<file path="src/rtl/psm_pkg.sv">
// Package of constants and types for the processor state and mode controller.
package psm_pkg;
  localparam logic [31:0] PSM_RESET_VECTOR = 32'ha0000000;
  localparam int          PSM_MD_BIT       = 30;
  localparam logic        PSM_MD_USER      = 1'b0;
  localparam logic        PSM_MD_PRIV      = 1'b1;
  localparam logic [31:0] PSM_SR_RST       = 32'h700000f0;
  localparam logic [31:0] PSM_VBR_RST      = 32'h00000000;

  typedef enum logic [4:0] {
    PSM_ST_RESET = 5'h01,
    PSM_ST_EXC   = 5'h02,
    PSM_ST_RUN   = 5'h04,
    PSM_ST_BUSRL = 5'h08,
    PSM_ST_PDN   = 5'h10
  } psm_state_t;

  typedef enum logic [1:0] {
    PSM_RST_NONE   = 2'h0,
    PSM_RST_POWER  = 2'h1,
    PSM_RST_MANUAL = 2'h2
  } psm_rst_kind_t;
endpackage

</file>
<file path="src/rtl/psm_reset_arb.sv">
// Reset source arbiter that classifies the two reset pins.
module psm_reset_arb
  import psm_pkg::*;
(
  input  wire logic          i_clk,
  input  wire logic          i_rst_n,
  input  wire logic          i_power_on_reset_n,
  input  wire logic          i_manual_reset_n,
  output psm_rst_kind_t      o_kind,
  output logic               o_init_bsc
);
  psm_rst_kind_t kind_nxt;

  always_comb begin
    kind_nxt = PSM_RST_NONE;
    if (!i_power_on_reset_n) begin
      kind_nxt = PSM_RST_POWER; // [RQ1] [RQ16]
    end else if (!i_manual_reset_n) begin
      kind_nxt = PSM_RST_MANUAL; // [RQ2]
    end
  end

  always_ff @(posedge i_clk) begin
    if (!i_rst_n) begin
      o_kind <= PSM_RST_POWER;
    end else begin
      o_kind <= kind_nxt;
    end
  end

  // Bus controller state survives a manual reset so external memory stays refreshed.
  always_ff @(posedge i_clk) begin
    if (!i_rst_n) begin
      o_init_bsc <= 1'b1;
    end else begin
      o_init_bsc <= (kind_nxt == PSM_RST_POWER); // [RQ3] [RQ4]
    end
  end
endmodule // psm_reset_arb

</file>
<file path="src/rtl/psm_pc_unit.sv">
// Program counter and saved context registers.
module psm_pc_unit
  import psm_pkg::*;
(
  input  wire logic          i_clk,
  input  wire logic          i_rst_n,
  input  wire logic          i_in_reset,
  input  wire logic          i_exc_take,
  input  wire logic          i_rst_leave,
  input  wire logic          i_step,
  input  wire logic          i_branch,
  input  wire logic [31:0]   i_branch_addr,
  input  wire logic [31:0]   i_vbr,
  input  wire logic [31:0]   i_vec_offset,
  input  wire logic [31:0]   i_status,
  input  wire logic          i_rte,
  output logic      [31:0]   o_pc,
  output logic      [31:0]   o_saved_pc,
  output logic      [31:0]   o_saved_status_word
);
  always_ff @(posedge i_clk) begin
    if (!i_rst_n || i_in_reset || i_rst_leave) begin
      o_pc <= PSM_RESET_VECTOR; // [RQ5]
    end else if (i_exc_take) begin
      o_pc <= i_vbr + i_vec_offset; // [RQ7]
    end else if (i_rte) begin
      o_pc <= o_saved_pc;
    end else if (i_branch) begin
      o_pc <= i_branch_addr;
    end else if (i_step) begin
      o_pc <= o_pc + 32'h00000002; // [RQ15]
    end
  end

  always_ff @(posedge i_clk) begin
    if (!i_rst_n) begin
      o_saved_pc          <= 32'h00000000;
      o_saved_status_word <= 32'h00000000;
    end else if (i_exc_take) begin
      o_saved_pc          <= o_pc; // [RQ6]
      o_saved_status_word <= i_status; // [RQ6]
    end
  end
endmodule // psm_pc_unit

</file>
<file path="src/rtl/psm_ctrl.sv">
// Processor state and privilege mode controller top level.
// Function
// [RQ1] A low power-on reset pin puts the device in the power-on reset state.
// [RQ2] A low manual reset pin puts the device in the manual reset state.
// [RQ3] Power-on reset initialises the CPU state and every on-chip module register.
// [RQ4] Manual reset initialises everything except the bus state controller registers.
// [RQ5] Leaving any reset sets the program counter to the fixed reset vector.
// [RQ6] Accepting an exception or interrupt saves the PC and the status word.
// [RQ7] After saving, execution branches to the vector base plus the vector offset.
// [RQ8] Exactly five processor states exist, with exception handling transient.
// [RQ9] Power-down halts execution and offers sleep and standby modes.
// [RQ10] A bus request moves the device to the bus-released state and grants the bus.
// [RQ11] The privilege bit selects user mode at 0 and privileged mode at 1.
// [RQ12] Entry to reset or exception handling forces the privilege bit to 1.
// [RQ13] Completion of exception handling clears the privilege bit to 0.
// [RQ14] Protected registers are accessible only while the privilege bit is 1.
// [RQ15] In program execution instructions are fetched and executed in order.
// [RQ16] Both resets low together is treated as a power-on reset.
module psm_ctrl
  import psm_pkg::*;
(
  input  wire logic          i_clk,
  input  wire logic          i_rst_n,
  input  wire logic          i_power_on_reset_n,
  input  wire logic          i_manual_reset_n,
  input  wire logic          i_exc_req,
  input  wire logic [31:0]   i_vec_offset,
  input  wire logic          i_exc_done,
  input  wire logic          i_issue,
  input  wire logic          i_branch,
  input  wire logic [31:0]   i_branch_addr,
  input  wire logic          i_sleep_req,
  input  wire logic          i_standby_sel,
  input  wire logic          i_wake,
  input  wire logic          i_bus_req,
  input  wire logic          i_sr_wr,
  input  wire logic [31:0]   i_sr_wdata,
  input  wire logic          i_vbr_wr,
  input  wire logic [31:0]   i_vbr_wdata,
  input  wire logic          i_priv_access,
  output logic      [4:0]    o_state,
  output logic      [31:0]   o_pc,
  output logic               o_fetch_en,
  output logic      [31:0]   o_status_word,
  output logic               o_privilege_mode_bit,
  output logic      [31:0]   o_saved_pc,
  output logic      [31:0]   o_saved_status_word,
  output logic      [31:0]   o_vbr,
  output logic               o_init_cpu,
  output logic               o_init_modules,
  output logic               o_init_bsc,
  output logic               o_bus_grant,
  output logic               o_sleep,
  output logic               o_standby,
  output logic               o_priv_violation
);
  psm_state_t    state_r;
  psm_state_t    state_nxt;
  psm_rst_kind_t rst_kind;
  logic          in_reset;
  logic          rst_leave;
  logic          exc_take;
  logic          standby_r;
  logic          init_bsc_w;

  // One decode of the privilege bit keeps the write guards and the violation flag in step.
  function automatic logic is_privileged(input logic [31:0] sr);
    return sr[PSM_MD_BIT] == PSM_MD_PRIV;
  endfunction

  assign in_reset  = (rst_kind != PSM_RST_NONE);
  assign rst_leave = (state_r == PSM_ST_RESET) && !in_reset;
  assign exc_take  = (state_r == PSM_ST_RUN) && i_exc_req && !in_reset;

  psm_reset_arb u_arb (
    .i_clk              (i_clk),
    .i_rst_n            (i_rst_n),
    .i_power_on_reset_n (i_power_on_reset_n),
    .i_manual_reset_n   (i_manual_reset_n),
    .o_kind             (rst_kind),
    .o_init_bsc         (init_bsc_w)
  );

  // Reset entry is taken from any state so a hung bus release cannot block it.
  always_comb begin
    state_nxt = state_r;
    if (in_reset) begin
      state_nxt = PSM_ST_RESET; // [RQ1] [RQ2]
    end else begin
      unique case (state_r)
        PSM_ST_RESET: state_nxt = PSM_ST_EXC; // [RQ8]
        PSM_ST_EXC: begin
          if (i_exc_done) begin
            state_nxt = PSM_ST_RUN;
          end
        end
        PSM_ST_RUN: begin
          if (i_exc_req) begin
            state_nxt = PSM_ST_EXC; // [RQ8]
          end else if (i_bus_req) begin
            state_nxt = PSM_ST_BUSRL; // [RQ10]
          end else if (i_sleep_req) begin
            state_nxt = PSM_ST_PDN; // [RQ9]
          end
        end
        PSM_ST_BUSRL: begin
          if (!i_bus_req) begin
            state_nxt = PSM_ST_RUN;
          end
        end
        PSM_ST_PDN: begin
          if (i_wake) begin
            state_nxt = PSM_ST_EXC;
          end
        end
        default: state_nxt = PSM_ST_RESET;
      endcase
    end
  end

  always_ff @(posedge i_clk) begin
    if (!i_rst_n) begin
      state_r <= PSM_ST_RESET;
    end else begin
      state_r <= state_nxt;
    end
  end

  always_ff @(posedge i_clk) begin
    if (!i_rst_n) begin
      standby_r <= 1'b0;
    end else if (state_r == PSM_ST_RUN && i_sleep_req) begin
      standby_r <= i_standby_sel; // [RQ9]
    end
  end

  always_ff @(posedge i_clk) begin
    if (!i_rst_n || in_reset) begin
      o_status_word <= PSM_SR_RST; // [RQ12]
    end else if (exc_take || (state_r == PSM_ST_PDN && i_wake)) begin
      o_status_word[PSM_MD_BIT] <= PSM_MD_PRIV; // [RQ12]
    end else if (state_r == PSM_ST_EXC && i_exc_done) begin
      o_status_word <= o_saved_status_word;
      o_status_word[PSM_MD_BIT] <= PSM_MD_USER; // [RQ13]
    end else if (i_sr_wr && is_privileged(o_status_word)) begin
      o_status_word <= i_sr_wdata; // [RQ14]
    end
  end

  always_ff @(posedge i_clk) begin
    if (!i_rst_n || in_reset) begin
      o_vbr <= PSM_VBR_RST; // [RQ3] [RQ4]
    end else if (i_vbr_wr && is_privileged(o_status_word)) begin
      o_vbr <= i_vbr_wdata; // [RQ14]
    end
  end

  psm_pc_unit u_pc (
    .i_clk               (i_clk),
    .i_rst_n             (i_rst_n),
    .i_in_reset          (in_reset),
    .i_exc_take          (exc_take),
    .i_rst_leave         (rst_leave),
    .i_step              (o_fetch_en && i_issue),
    .i_branch            (o_fetch_en && i_branch),
    .i_branch_addr       (i_branch_addr),
    .i_vbr               (o_vbr),
    .i_vec_offset        (i_vec_offset),
    .i_status            (o_status_word),
    .i_rte               (1'b0),
    .o_pc                (o_pc),
    .o_saved_pc          (o_saved_pc),
    .o_saved_status_word (o_saved_status_word)
  );

  assign o_state              = state_r;
  assign o_privilege_mode_bit = o_status_word[PSM_MD_BIT]; // [RQ11]
  assign o_fetch_en           = (state_r == PSM_ST_RUN) || (state_r == PSM_ST_EXC); // [RQ15]
  assign o_bus_grant          = (state_r == PSM_ST_BUSRL); // [RQ10]
  assign o_sleep              = (state_r == PSM_ST_PDN) && !standby_r; // [RQ9]
  assign o_standby            = (state_r == PSM_ST_PDN) && standby_r; // [RQ9]
  assign o_init_cpu           = in_reset; // [RQ3] [RQ4]
  assign o_init_modules       = in_reset; // [RQ3] [RQ4]
  assign o_init_bsc           = in_reset && init_bsc_w; // [RQ4]
  // A user-mode attempt is flagged rather than trapped here; the pipeline raises the trap.
  assign o_priv_violation     = (i_priv_access || i_sr_wr || i_vbr_wr) &&
                                !is_privileged(o_status_word); // [RQ14]
endmodule // psm_ctrl

</file>
<file path="config.mk">
export PLATFORM = sky130hd
export DESIGN_NAME = psm_ctrl
export DESIGN_NICKNAME = d
export VERILOG_FILES = /design/src/rtl/psm_pkg.sv /design/src/rtl/psm_reset_arb.sv /design/src/rtl/psm_pc_unit.sv /design/src/rtl/psm_ctrl.sv
export SDC_FILE = /design/constraint.sdc
export NUM_CORES = 1
export LEC_CHECK = 0
export BUFFER_PORTS_ARGS = -buffer_cell sky130_fd_sc_hd__buf_4
export CORE_ASPECT_RATIO = 0.8
export CORE_UTILIZATION = 51
export DETAILED_ROUTE_END_ITERATION = 6
export PLACE_DENSITY = 0.81
export SYNTH_ARGS = -nofsm -noshare
export SYNTH_HDL_FRONTEND = slang
export SYNTH_SLANG_ARGS = --single-unit
</file>
<file path="constraint.sdc">
create_clock -name i_clk -period 3.9 [get_ports i_clk]
set_input_delay 0.78 -clock i_clk [delete_from_list [all_inputs] [get_ports i_clk]]
set_output_delay 0.78 -clock i_clk [all_outputs]
set_load 0.03 [all_outputs]
</file>
==> report_table.html, run 1 <==
<table>
<tr><th>Metric</th><th>Value</th></tr>
<tr><th colspan="2">Placed design</th></tr>
<tr><td>Post-placement worst setup slack</td><td>~0.6 ns</td></tr>
<tr><td>Half-perimeter wire length after detailed placement</td><td>21,700 µm</td></tr>
<tr><td>Quantity of I/O buffers inserted on ports</td><td>316</td></tr>
<tr><td>Area post-placement</td><td>~12,000 µm²</td></tr>
<tr><td>Final weighted congestion in routability-driven placement</td><td>0.936</td></tr>
<tr><th colspan="2">Setup path</th></tr>
<tr><td>Critical path buffer and inverter count</td><td>1</td></tr>
<tr><td>Data arrival time of the critical path</td><td>3.25 ns</td></tr>
<tr><td>Type of origin of the critical path</td><td>input port</td></tr>
<tr><td>Biggest cell delay along the critical path</td><td>between 0.4 and 0.5 ns</td></tr>
<tr><td>Cell Chain, Critical Path</td><td>buf_4 &gt; ha_1 &gt; fa_1 &gt; a211oi_1 &gt; nor2_1 &gt; o2111ai_1 &gt; nand2_1 &gt; a21boi_0 &gt; o21ai_0 &gt; xnor2_1 &gt; o32ai_1</td></tr>
<tr><td>Family of cells with the greatest summed delay on the critical path</td><td>compound AO/OA/AOI/OAI gates</td></tr>
<tr><td>Capture instance of the worst register-to-register path</td><td>u_pc.o_pc[14]</td></tr>
<tr><td>Worst reg2reg path startpoint</td><td>o_vbr[0]</td></tr>
<tr><td>Type of the setup path with the least slack</td><td>in -&gt; reg</td></tr>
<tr><td>Critical Path Sink Type</td><td>flip-flop</td></tr>
<tr><td>Worst R2R Path Depth</td><td>10</td></tr>
<tr><td>Required time of the worst setup path</td><td>4.18 ns</td></tr>
<tr><td>Worst reg2reg setup slack</td><td>1.06 ns</td></tr>
<tr><td>Worst-path maximum fanout</td><td>4</td></tr>
<tr><td>Slowest cell on the critical path</td><td>sky130_fd_sc_hd__fa_1</td></tr>
<tr><th colspan="2">Global route</th></tr>
<tr><td>Met2 Resource Use GR</td><td>46.9%</td></tr>
<tr><td>Largest net degree at the start of global routing</td><td>68</td></tr>
<tr><td>Global-route track usage on met3</td><td>6.87%</td></tr>
<tr><td>Total GRT Usage</td><td>31.7%</td></tr>
<tr><td>Number of global-route vias before repair</td><td>8,503</td></tr>
<tr><td>GRT busiest layer</td><td>met2</td></tr>
<tr><td>Met1 Resource Use GR</td><td>45.4%</td></tr>
<tr><td>Global-route wire length before repair</td><td>approximately 45,000 µm</td></tr>
<tr><td>Number of antenna violations at the first check in global routing</td><td>0</td></tr>
<tr><td>Total global routing overflow</td><td>0</td></tr>
<tr><th colspan="2">Clocking</th></tr>
<tr><td>Clk sink count</td><td>169</td></tr>
<tr><td>H-tree Lvls</td><td>4</td></tr>
<tr><td>Inserted Clock Buffers</td><td>17</td></tr>
<tr><td>CTS tree</td><td>built</td></tr>
<tr><td>Buffer levels on the longest clock path</td><td>2</td></tr>
<tr><td>Setup Buffers After CTS</td><td>0</td></tr>
<tr><td>Buffer type at the clock tree root</td><td>sky130_fd_sc_hd__clkbuf_16</td></tr>
<tr><td>CTS-repair resized insts</td><td>0</td></tr>
<tr><td>Insertion delay of the later-clocked pin in the worst-skew pair</td><td>0.44 ns</td></tr>
<tr><td>Number of hold buffers added after CTS</td><td>0</td></tr>
<tr><td>Clock transition at the register clock pins on the worst setup and hold paths after CTS</td><td>0.07 ns</td></tr>
<tr><th colspan="2">Worst hold path</th></tr>
<tr><td>Hold Crit Class</td><td>reg -&gt; reg</td></tr>
<tr><td>Depth of the worst hold-timing path</td><td>2</td></tr>
<tr><td>Hold-critical path endpoint</td><td>u_pc.o_saved_pc[5]</td></tr>
<tr><td>Min-Delay Startpoint</td><td>u_pc.o_saved_pc[5]</td></tr>
<tr><th colspan="2">Cells and area</th></tr>
<tr><td>Share of layout cells above drive strength 1</td><td>25.8%</td></tr>
<tr><td>Most frequent cells in the layout</td><td>sky130_fd_sc_hd__buf_4, sky130_fd_sc_hd__nand2_1, sky130_fd_sc_hd__dfxtp_1</td></tr>
<tr><td>Fill cell instance count of the final layout</td><td>1,490</td></tr>
<tr><td>Area delta synth-&gt;final</td><td>34.9%</td></tr>
<tr><td>Final instance area</td><td>12,100 µm²</td></tr>
<tr><td>Final nets</td><td>1,619</td></tr>
<tr><td>ANT cells</td><td>0</td></tr>
<tr><td>Utilization after layout</td><td>70.1%</td></tr>
<tr><td>Most common cell after layout, fill and taps aside</td><td>sky130_fd_sc_hd__buf_4</td></tr>
<tr><th colspan="2">Routing</th></tr>
<tr><td>DRC violation total after the first TritonRoute iteration</td><td>817</td></tr>
<tr><td>Routed length per instance</td><td>17.7 µm</td></tr>
<tr><td>DRC violations left</td><td>3</td></tr>
<tr><td>Detail Route Antenna Nets</td><td>0</td></tr>
<tr><td>First-pass iteration count of the detailed router</td><td>7</td></tr>
<tr><td>Routed vias</td><td>approximately 9,700</td></tr>
<tr><td>Detailed-route wire length</td><td>29,700 µm</td></tr>
<tr><td>Via-to-Cell Ratio</td><td>5.78</td></tr>
<tr><th colspan="2">Power</th></tr>
<tr><td>Power per Cell Area</td><td>327 nW/µm²</td></tr>
<tr><td>Worst IR drop on VDD</td><td>0.289 mV</td></tr>
<tr><td>Leakage</td><td>5.18 nW</td></tr>
<tr><th colspan="2">Run status</th></tr>
<tr><td>Result of the run</td><td>finished, violations left</td></tr>
<tr><td>Violated checks</td><td>DRC</td></tr>
<tr><th colspan="2">Timing</th></tr>
<tr><td>Setup repair after global routing missed its margin</td><td>no</td></tr>
<tr><td>Shortest period the worst path allows</td><td>2.96 ns</td></tr>
<tr><td>Slew margin rel.</td><td>21.8%</td></tr>
<tr><td>Post-route worst setup slack</td><td>0.937 ns</td></tr>
<tr><td>Slew Viols, Final</td><td>0</td></tr>
<tr><td>Final period util</td><td>76.0%</td></tr>
<tr><td>Setup TNS</td><td>0 ns</td></tr>
<tr><td>F_max</td><td>0.337 GHz</td></tr>
<tr><td>Pin slew with the least headroom to its limit</td><td>1.17 ns</td></tr>
<tr><td>Fin Clk Skew</td><td>0.0187 ns</td></tr>
<tr><td>Number of setup violations in the final report</td><td>0</td></tr>
<tr><td>Final Hold Vio Count</td><td>0</td></tr>
<tr><th colspan="2">Synthesis</th></tr>
<tr><td>Seq/Total Area, Yosys</td><td>37.6%</td></tr>
<tr><td>EDFF count, synth</td><td>0</td></tr>
<tr><td>Share of flip-flops with an asynchronous set or reset after synthesis</td><td>0%</td></tr>
<tr><td>Number of synthesized register bits</td><td>169</td></tr>
<tr><td>Net count after synthesis</td><td>1,345</td></tr>
<tr><td>Synth cell types</td><td>59</td></tr>
<tr><td>Most used flip-flop cell after synthesis</td><td>sky130_fd_sc_hd__dfxtp_1</td></tr>
<tr><td>Area of the mapped netlist</td><td>approximately 9000 µm²</td></tr>
<tr><td>Yosys Warn Count</td><td>0</td></tr>
<tr><td>Per-instance average area after synthesis</td><td>7.70 µm²</td></tr>
<tr><td>Number of instances in the synthesized netlist</td><td>1,169</td></tr>
<tr><th colspan="2">Floorplanning</th></tr>
<tr><td>IO Pins</td><td>317</td></tr>
<tr><td>Chip Width</td><td>151 µm</td></tr>
<tr><td>Floorplan die area</td><td>18,200 µm²</td></tr>
<tr><td>Core area</td><td>17,300 µm²</td></tr>
<tr><td>Number of core rows</td><td>43</td></tr>
<tr><td>Vertical die dimension</td><td>121 µm</td></tr>
<tr><td>Starting Density</td><td>between 50% and 60%</td></tr>
<tr><th colspan="2">Job</th></tr>
<tr><td>Max-cap violation count</td><td>0</td></tr>
</table>
[flip-flops by register name (all words and copies together) (netlist names)]
signal / flops
o_status_word: 32
o_vbr: 32
u_pc.o_pc: 32
u_pc.o_saved_pc: 32
u_pc.o_saved_status_word: 32
o_state: 5
u_arb.o_kind: 2
standby_r: 1
u_arb.o_init_bsc: 1
[per-stage QoR]
| step | instances | hold slack, ns | total power [mW] |
|---|---|---|---|
| 3_5_place_dp | 1649 | 0.458 | 2.20 |
| 2_1_floorplan | 1169 | 0.509 | 2.01 |
| 5_1_grt | 1681 | 0.490 | 4.09 |
| 6_report | 1681 | 0.467 | 3.97 |
| 3_3_place_gp | 1649 | 0.450 | 2.20 |
| 4_1_cts | 1681 | 0.468 | 3.97 |
[worst max path at each step]
stage                          startpoint            end  slack, ns  cells after the start
final                     i_vec_offset[0]  u_pc.o_pc[14]       0.94                     11
after detailed placement  i_vec_offset[0]  u_pc.o_pc[14]       0.59                     11
after floorplan           i_vec_offset[2]  u_pc.o_pc[29]       0.92                      9
after global routing      i_vec_offset[0]  u_pc.o_pc[14]       0.74                     11
after CTS                 i_vec_offset[0]  u_pc.o_pc[14]       0.96                     11
after global placement    i_vec_offset[2]  u_pc.o_pc[29]       0.62                     10
[kinds of logic after synthesis]
family | after synthesis | synth area share, %
flip-flops | 169 | 37.6
buffers and inverters | 89 | 3.88
AO/OA/AOI/OAI | 365 | 26.1
adder cells (fa/ha/maj) | 33 | 4.67
XOR/XNOR | 28 | 2.73
AND/OR/NAND/NOR | 452 | 21.3
multiplexers | 33 | 3.67
[metal layers]
layer | vias up | share of wire, %
li1 | 4703 | -
met1 | 4463 | 45
met2 | 494 | 43
met3 | 53 | 9.3
met4 | 0 | 2.2
met5 | - | 0
[cells in the mapped netlist (9+ instances only)]
master / instances / area share, %
sky130_fd_sc_hd__mux2i_1: 33 / 3.7
sky130_fd_sc_hd__a21o_1: 9 / 0.75
sky130_fd_sc_hd__o21ai_0: 47 / 2.6
sky130_fd_sc_hd__a31oi_1: 11 / 0.76
sky130_fd_sc_hd__nor3_1: 20 / 1.1
sky130_fd_sc_hd__o22ai_1: 11 / 0.76
sky130_fd_sc_hd__a21oi_1: 113 / 6.3
sky130_fd_sc_hd__ha_1: 32 / 4.4
sky130_fd_sc_hd__and3_1: 13 / 0.90
sky130_fd_sc_hd__a21boi_0: 66 / 5.5
sky130_fd_sc_hd__xnor2_1: 21 / 2.0
sky130_fd_sc_hd__inv_1: 12 / 0.50
sky130_fd_sc_hd__o21a_1: 9 / 0.75
sky130_fd_sc_hd__a211oi_1: 40 / 3.3
sky130_fd_sc_hd__nor2_1: 91 / 3.8
sky130_fd_sc_hd__dfxtp_1: 169 / 38
sky130_fd_sc_hd__nand3_1: 24 / 1.3
sky130_fd_sc_hd__o21ai_1: 10 / 0.56
sky130_fd_sc_hd__o221ai_1: 11 / 1.1
sky130_fd_sc_hd__clkbuf_1: 62 / 2.6
sky130_fd_sc_hd__nand2_1: 258 / 11
[power breakdown]
part / total [mW] / switching (mW) / internal (mW)
sequential: 1.75 / 0.0143 / 1.74
combinational: 0.415 / 0.220 / 0.195
clock: 1.80 / 0.804 / 0.993
[tightest hold or removal path: cells and delay by family, from the launching register on]
family	cells	cell delay, ns
AO/OA/AOI/OAI	1	0.06
flip-flops	1	0.31
AND/OR/NAND/NOR	1	0.05
[layout make-up]
class	count	area (µm²)	area share [%]
Timing Repair Buffer	332	2500	20.6
Clock inverter	14	178	1.46
Inverter	12	45.0	0.371
Sequential cell	169	3380	27.9
Multi-Input combinational cell	911	5310	43.7
Tap cell	225	282	2.32
Clock buffer	18	439	3.62
No activity file was read; power rests on OpenSTA's default activity.
==> run 2, diff against run 1 <==
ABC_AREA = 1   (was not set)
CORE_UTILIZATION = 47   (was 51)
PLACE_DENSITY = 0.78   (was 0.81)
clock period = 2.4 ns   (was 3.9 ns; I/O delays follow)
==> run 2 against run 1 <==
Combinational power rose by 67%. Via count up 19%. Final area up 8.5%. Synthesized cell count grew 35%. The flow now finishes without violations. Critical path depth fell by 5. Routed wire length increased by 18%. Global-route usage increased by 0.58 points. Largest power group is now registers. Sequential power up 63%. Count of clock-buffer cells in the layout is 1 lower.
==> report_table.html, run 2 <==
<table>
<tr><th>Metric</th><th>Value</th></tr>
<tr><th colspan="2">Synthesis</th></tr>
<tr><td>Cell types occupying the most area after synthesis</td><td>sky130_fd_sc_hd__dfxtp_1, sky130_fd_sc_hd__nand2_1, sky130_fd_sc_hd__a21oi_1, sky130_fd_sc_hd__inv_1, sky130_fd_sc_hd__o21ai_0</td></tr>
<tr><td>Number of instances in the synthesized netlist</td><td>1,583 (+35%)</td></tr>
<tr><td>Yosys Warn Count</td><td>0 (unchanged)</td></tr>
<tr><td>EDFF count, synth</td><td>0 (unchanged)</td></tr>
<tr><td>Most used flip-flop cell after synthesis</td><td>sky130_fd_sc_hd__dfxtp_1</td></tr>
<tr><td>Most common cell in the synthesized netlist</td><td>sky130_fd_sc_hd__nand2_1</td></tr>
<tr><td>Most frequent cells after synthesis</td><td>sky130_fd_sc_hd__nand2_1, sky130_fd_sc_hd__a21oi_1, sky130_fd_sc_hd__inv_1</td></tr>
<tr><td>Seq/Total Area, Yosys</td><td>34.1% (-3.5 points)</td></tr>
<tr><td>Per-instance average area after synthesis</td><td>6.27 µm² (-18%)</td></tr>
<tr><td>Proportion of netlist area held by the largest area contributor</td><td>34.1% (-3.5 points)</td></tr>
<tr><td>Area of the mapped netlist</td><td>9930 µm² (+10%)</td></tr>
<tr><td>Number of synthesized register bits</td><td>169 (unchanged)</td></tr>
<tr><td>Dominant cell type by area after synthesis</td><td>sky130_fd_sc_hd__dfxtp_1</td></tr>
<tr><td>Net count after synthesis</td><td>1,759 (+31%)</td></tr>
<tr><td>Synth cell types</td><td>39 (-34%)</td></tr>
<tr><td>Share of flip-flops with an asynchronous set or reset after synthesis</td><td>0% (unchanged)</td></tr>
<tr><th colspan="2">Routing</th></tr>
<tr><td>DRC violations left</td><td>0 (-3)</td></tr>
<tr><td>First-pass iteration count of the detailed router</td><td>5 (-2)</td></tr>
<tr><td>Detailed-route wire length</td><td>35,200 µm (+18%)</td></tr>
<tr><td>DRC violation total after the first TritonRoute iteration</td><td>1,313 (+61%)</td></tr>
<tr><td>Routed length per instance</td><td>16.3 µm (-7.9%)</td></tr>
<tr><td>Via-to-Cell Ratio</td><td>5.34 (-7.6%)</td></tr>
<tr><td>Routed vias</td><td>11,500 (+19%)</td></tr>
<tr><td>Detail Route Antenna Nets</td><td>0 (unchanged)</td></tr>
<tr><th colspan="2">Setup path</th></tr>
<tr><td>Worst reg2reg path startpoint</td><td>o_state[1]</td></tr>
<tr><td>Launching instance or port of the critical path</td><td>o_state[1]</td></tr>
<tr><td>Capture instance of the worst register-to-register path</td><td>u_pc.o_saved_status_word[11]</td></tr>
<tr><td>Required time of the worst setup path</td><td>1.92 ns (-2.26 ns)</td></tr>
<tr><td>Data arrival time of the critical path</td><td>1.67 ns (-1.58 ns)</td></tr>
<tr><td>Worst R2R Path Depth</td><td>7 (-3)</td></tr>
<tr><td>Critical Path Sink Type</td><td>primary output</td></tr>
<tr><td>Type of origin of the critical path</td><td>flip-flop</td></tr>
<tr><td>Worst reg2reg setup slack</td><td>0.29 ns (-0.77 ns)</td></tr>
<tr><td>Worst-path maximum fanout</td><td>5 (+1)</td></tr>
<tr><td>Capturing instance or port of the critical path</td><td>o_standby</td></tr>
<tr><td>Type of the setup path with the least slack</td><td>reg -&gt; out</td></tr>
<tr><th colspan="2">Placed design</th></tr>
<tr><td>Final weighted congestion in routability-driven placement</td><td>0.989 (+5.6%)</td></tr>
<tr><td>Area post-placement</td><td>12,600 µm² (+9.2%)</td></tr>
<tr><td>Half-perimeter wire length after detailed placement</td><td>26,900 µm (+24%)</td></tr>
<tr><td>Quantity of I/O buffers inserted on ports</td><td>316 (unchanged)</td></tr>
<tr><th colspan="2">Global route</th></tr>
<tr><td>Largest net degree at the start of global routing</td><td>92 (+35%)</td></tr>
<tr><td>Total GRT Usage</td><td>32.3% (+0.58 points)</td></tr>
<tr><td>Number of antenna violations at the first check in global routing</td><td>0 (unchanged)</td></tr>
<tr><td>Total global routing overflow</td><td>0 (unchanged)</td></tr>
<tr><td>Global-route wire length before repair</td><td>55,000 µm (+22%)</td></tr>
<tr><td>Number of global-route vias before repair</td><td>10,400 (+23%)</td></tr>
<tr><th colspan="2">Floorplanning</th></tr>
<tr><td>Core area</td><td>20,700 µm² (+19%)</td></tr>
<tr><td>Chip Width</td><td>165 µm (+9.3%)</td></tr>
<tr><td>Number of core rows</td><td>47 (+9.3%)</td></tr>
<tr><td>Vertical die dimension</td><td>132 µm (+9.3%)</td></tr>
<tr><td>Floorplan die area</td><td>21,700 µm² (+19%)</td></tr>
<tr><td>IO Pins</td><td>317 (unchanged)</td></tr>
<tr><td>Starting Density</td><td>48.0% (-4.0 points)</td></tr>
<tr><th colspan="2">Timing</th></tr>
<tr><td>Setup TNS</td><td>0 ns (unchanged)</td></tr>
<tr><td>Fin Clk Skew</td><td>0.0148 ns (-0.00387 ns)</td></tr>
<tr><td>Pin slew with the least headroom to its limit</td><td>0.584 ns (-0.589 ns)</td></tr>
<tr><td>Hold Worst Slack</td><td>0.199 ns (-0.268 ns)</td></tr>
<tr><td>F_max</td><td>around 0.47 GHz</td></tr>
<tr><td>Final period util</td><td>89.4%</td></tr>
<tr><td>Slew margin rel.</td><td>61.0% (+39 points)</td></tr>
<tr><td>Shortest period the worst path allows</td><td>about 2.1 ns</td></tr>
<tr><td>Number of setup violations in the final report</td><td>0 (unchanged)</td></tr>
<tr><td>Setup repair after global routing missed its margin</td><td>no</td></tr>
<tr><td>Slew Viols, Final</td><td>0 (unchanged)</td></tr>
<tr><td>Final Hold Vio Count</td><td>0 (unchanged)</td></tr>
<tr><th colspan="2">Clocking</th></tr>
<tr><td>CTS tree</td><td>built</td></tr>
<tr><td>Buffer type at the clock tree root</td><td>sky130_fd_sc_hd__clkbuf_16</td></tr>
<tr><td>Buffer levels on the longest clock path</td><td>2 (unchanged)</td></tr>
<tr><td>Insertion delay of the later-clocked pin in the worst-skew pair</td><td>0.44 ns (about the same)</td></tr>
<tr><td>Number of hold buffers added after CTS</td><td>0 (unchanged)</td></tr>
<tr><td>CTS-repair resized insts</td><td>0 (unchanged)</td></tr>
<tr><td>Clock transition at the register clock pins on the worst setup and hold paths after CTS</td><td>0.07 ns (about the same)</td></tr>
<tr><td>Setup Buffers After CTS</td><td>0 (unchanged)</td></tr>
<tr><td>Inserted Clock Buffers</td><td>17 (unchanged)</td></tr>
<tr><td>H-tree Lvls</td><td>4 (unchanged)</td></tr>
<tr><td>Clk sink count</td><td>169 (unchanged)</td></tr>
<tr><th colspan="2">Cells and area</th></tr>
<tr><td>Share of layout cells above drive strength 1</td><td>21.1% (-4.7 points)</td></tr>
<tr><td>Final nets</td><td>2,056 (+27%)</td></tr>
<tr><td>Total area of multi-input combinational cells</td><td>5470 µm² (+3.1%)</td></tr>
<tr><td>Most frequent cells in the layout</td><td>sky130_fd_sc_hd__nand2_1, sky130_fd_sc_hd__buf_4, sky130_fd_sc_hd__a21oi_1</td></tr>
<tr><td>Area delta synth-&gt;final</td><td>32.6%</td></tr>
<tr><td>Flip-flop and latch area</td><td>3380 µm² (unchanged)</td></tr>
<tr><td>Final instance area</td><td>13,200 µm² (+8.5%)</td></tr>
<tr><td>ANT cells</td><td>0 (unchanged)</td></tr>
<tr><td>Fill cell instance count of the final layout</td><td>1,956 (+31%)</td></tr>
<tr><td>Most common cell after layout, fill and taps aside</td><td>sky130_fd_sc_hd__nand2_1</td></tr>
<tr><td>Utilization after layout</td><td>63.6% (-6.4 points)</td></tr>
<tr><th colspan="2">Power</th></tr>
<tr><td>Power per Cell Area</td><td>478 nW/µm² (+46%)</td></tr>
<tr><td>Worst IR drop on VDD</td><td>0.406 mV (+41%)</td></tr>
<tr><td>Total chip power</td><td>6.29 mW (+59%)</td></tr>
<tr><td>Leakage</td><td>6.43 nW (+24%)</td></tr>
<tr><th colspan="2">Worst hold path</th></tr>
<tr><td>Min-Delay Startpoint</td><td>i_manual_reset_n</td></tr>
<tr><td>Hold Crit Class</td><td>in -&gt; reg</td></tr>
<tr><th colspan="2">Run status</th></tr>
<tr><td>Result of the run</td><td>finished, final reports clean</td></tr>
<tr><th colspan="2">Job</th></tr>
<tr><td>Max-cap violation count</td><td>0 (unchanged)</td></tr>
</table>
run 2: changes by cell type after synthesis, moves of 18 or more:
| cell | before | now |
|---|---|---|
| sky130_fd_sc_hd__a21boi_0 | 66 | 0 |
| sky130_fd_sc_hd__o21ai_0 | 47 | 131 |
| sky130_fd_sc_hd__xnor2_1 | 21 | 3 |
| sky130_fd_sc_hd__mux2i_1 | 33 | 0 |
| sky130_fd_sc_hd__inv_1 | 12 | 185 |
| sky130_fd_sc_hd__a21oi_1 | 113 | 204 |
| sky130_fd_sc_hd__a211oi_1 | 40 | 2 |
| sky130_fd_sc_hd__nor2_1 | 91 | 132 |
| sky130_fd_sc_hd__clkbuf_1 | 62 | 33 |
| sky130_fd_sc_hd__nand2_1 | 258 | 443 |
| sky130_fd_sc_hd__nand3_1 | 24 | 106 |
run 2: worst min-delay path by stage:
| stage | to | slack [ns] | cells past startpoint |
|---|---|---|---|
| 3_5_place_dp | o_status_word[9] | 0.46 | 2 |
| 2_1_floorplan | standby_r | 0.44 | 2 |
| 5_1_grt | u_arb.o_kind[1] | 0.20 | 2 |
| 4_1_cts | u_arb.o_kind[1] | 0.20 | 2 |
| 3_3_place_gp | o_status_word[0] | 0.45 | 2 |
| 6_report | u_arb.o_kind[1] | 0.20 | 2 |
run 2: worst max-delay path: stages (launching register included):
cell,delay [ns]
sky130_fd_sc_hd__dfxtp_1,0.36
sky130_fd_sc_hd__inv_1,0.09
sky130_fd_sc_hd__nand2_1,0.08
sky130_fd_sc_hd__nor3_1,0.29
sky130_fd_sc_hd__inv_1,0.13
sky130_fd_sc_hd__nor2_1,0.11
sky130_fd_sc_hd__buf_4,0.17
run 2: area by class of cell:
type,count,share of cell area [%]
Multi-Input combinational cell,1152,41.5
Sequential cell,169,25.7
Timing Repair Buffer,349,20.3
Inverter,191,5.44
Clock buffer,17,3.23
Tap cell,269,2.56
Clock inverter,15,1.27
run 2: kinds of logic (layout without fill, tap and decap cells):
family                     Yosys count  after routing  synth area share, %
and+or+nand+nor                    735            735                 30.6
AOI/OAI and AO/OA                  374            374                 19.3
buffers and inverters              262            572                 10.9
DFF                                169            169                 34.1
adders and majority gates           33             33                 4.23
xor gates and xnor gates            10             10                0.882
run 2: stage by stage:
| stage | setup WS [ns] | cells |
|---|---|---|
| global route | 0.115 | 2162 |
| global placement | 0.180 | 2130 |
| floorplan | 0.317 | 1583 |
| detailed placement | 0.128 | 2130 |
| CTS | 0.249 | 2162 |
| finish | 0.254 | 2162 |
run 2: per-layer routing:
layer / GRT usage (%) / vias to the layer above / routed length [µm]
met3: 5.73 / 76 / 2930
met1: 47.4 / 5217 / 16500
met5: 0 / - / 0
li1: - / 5730 / -
met2: 46.4 / 517 / 14600
met4: 12.2 / 0 / 1110
run 2: power by group:
group / total, mW / leakage (nW) / internal (mW) / switching [mW]
clock network: 2.75 / 0.286 / 1.40 / 1.35
logic: 0.695 / 4.78 / 0.302 / 0.393
registers: 2.85 / 1.36 / 2.83 / 0.0192
total: 6.29 / 6.43 / 4.53 / 1.76
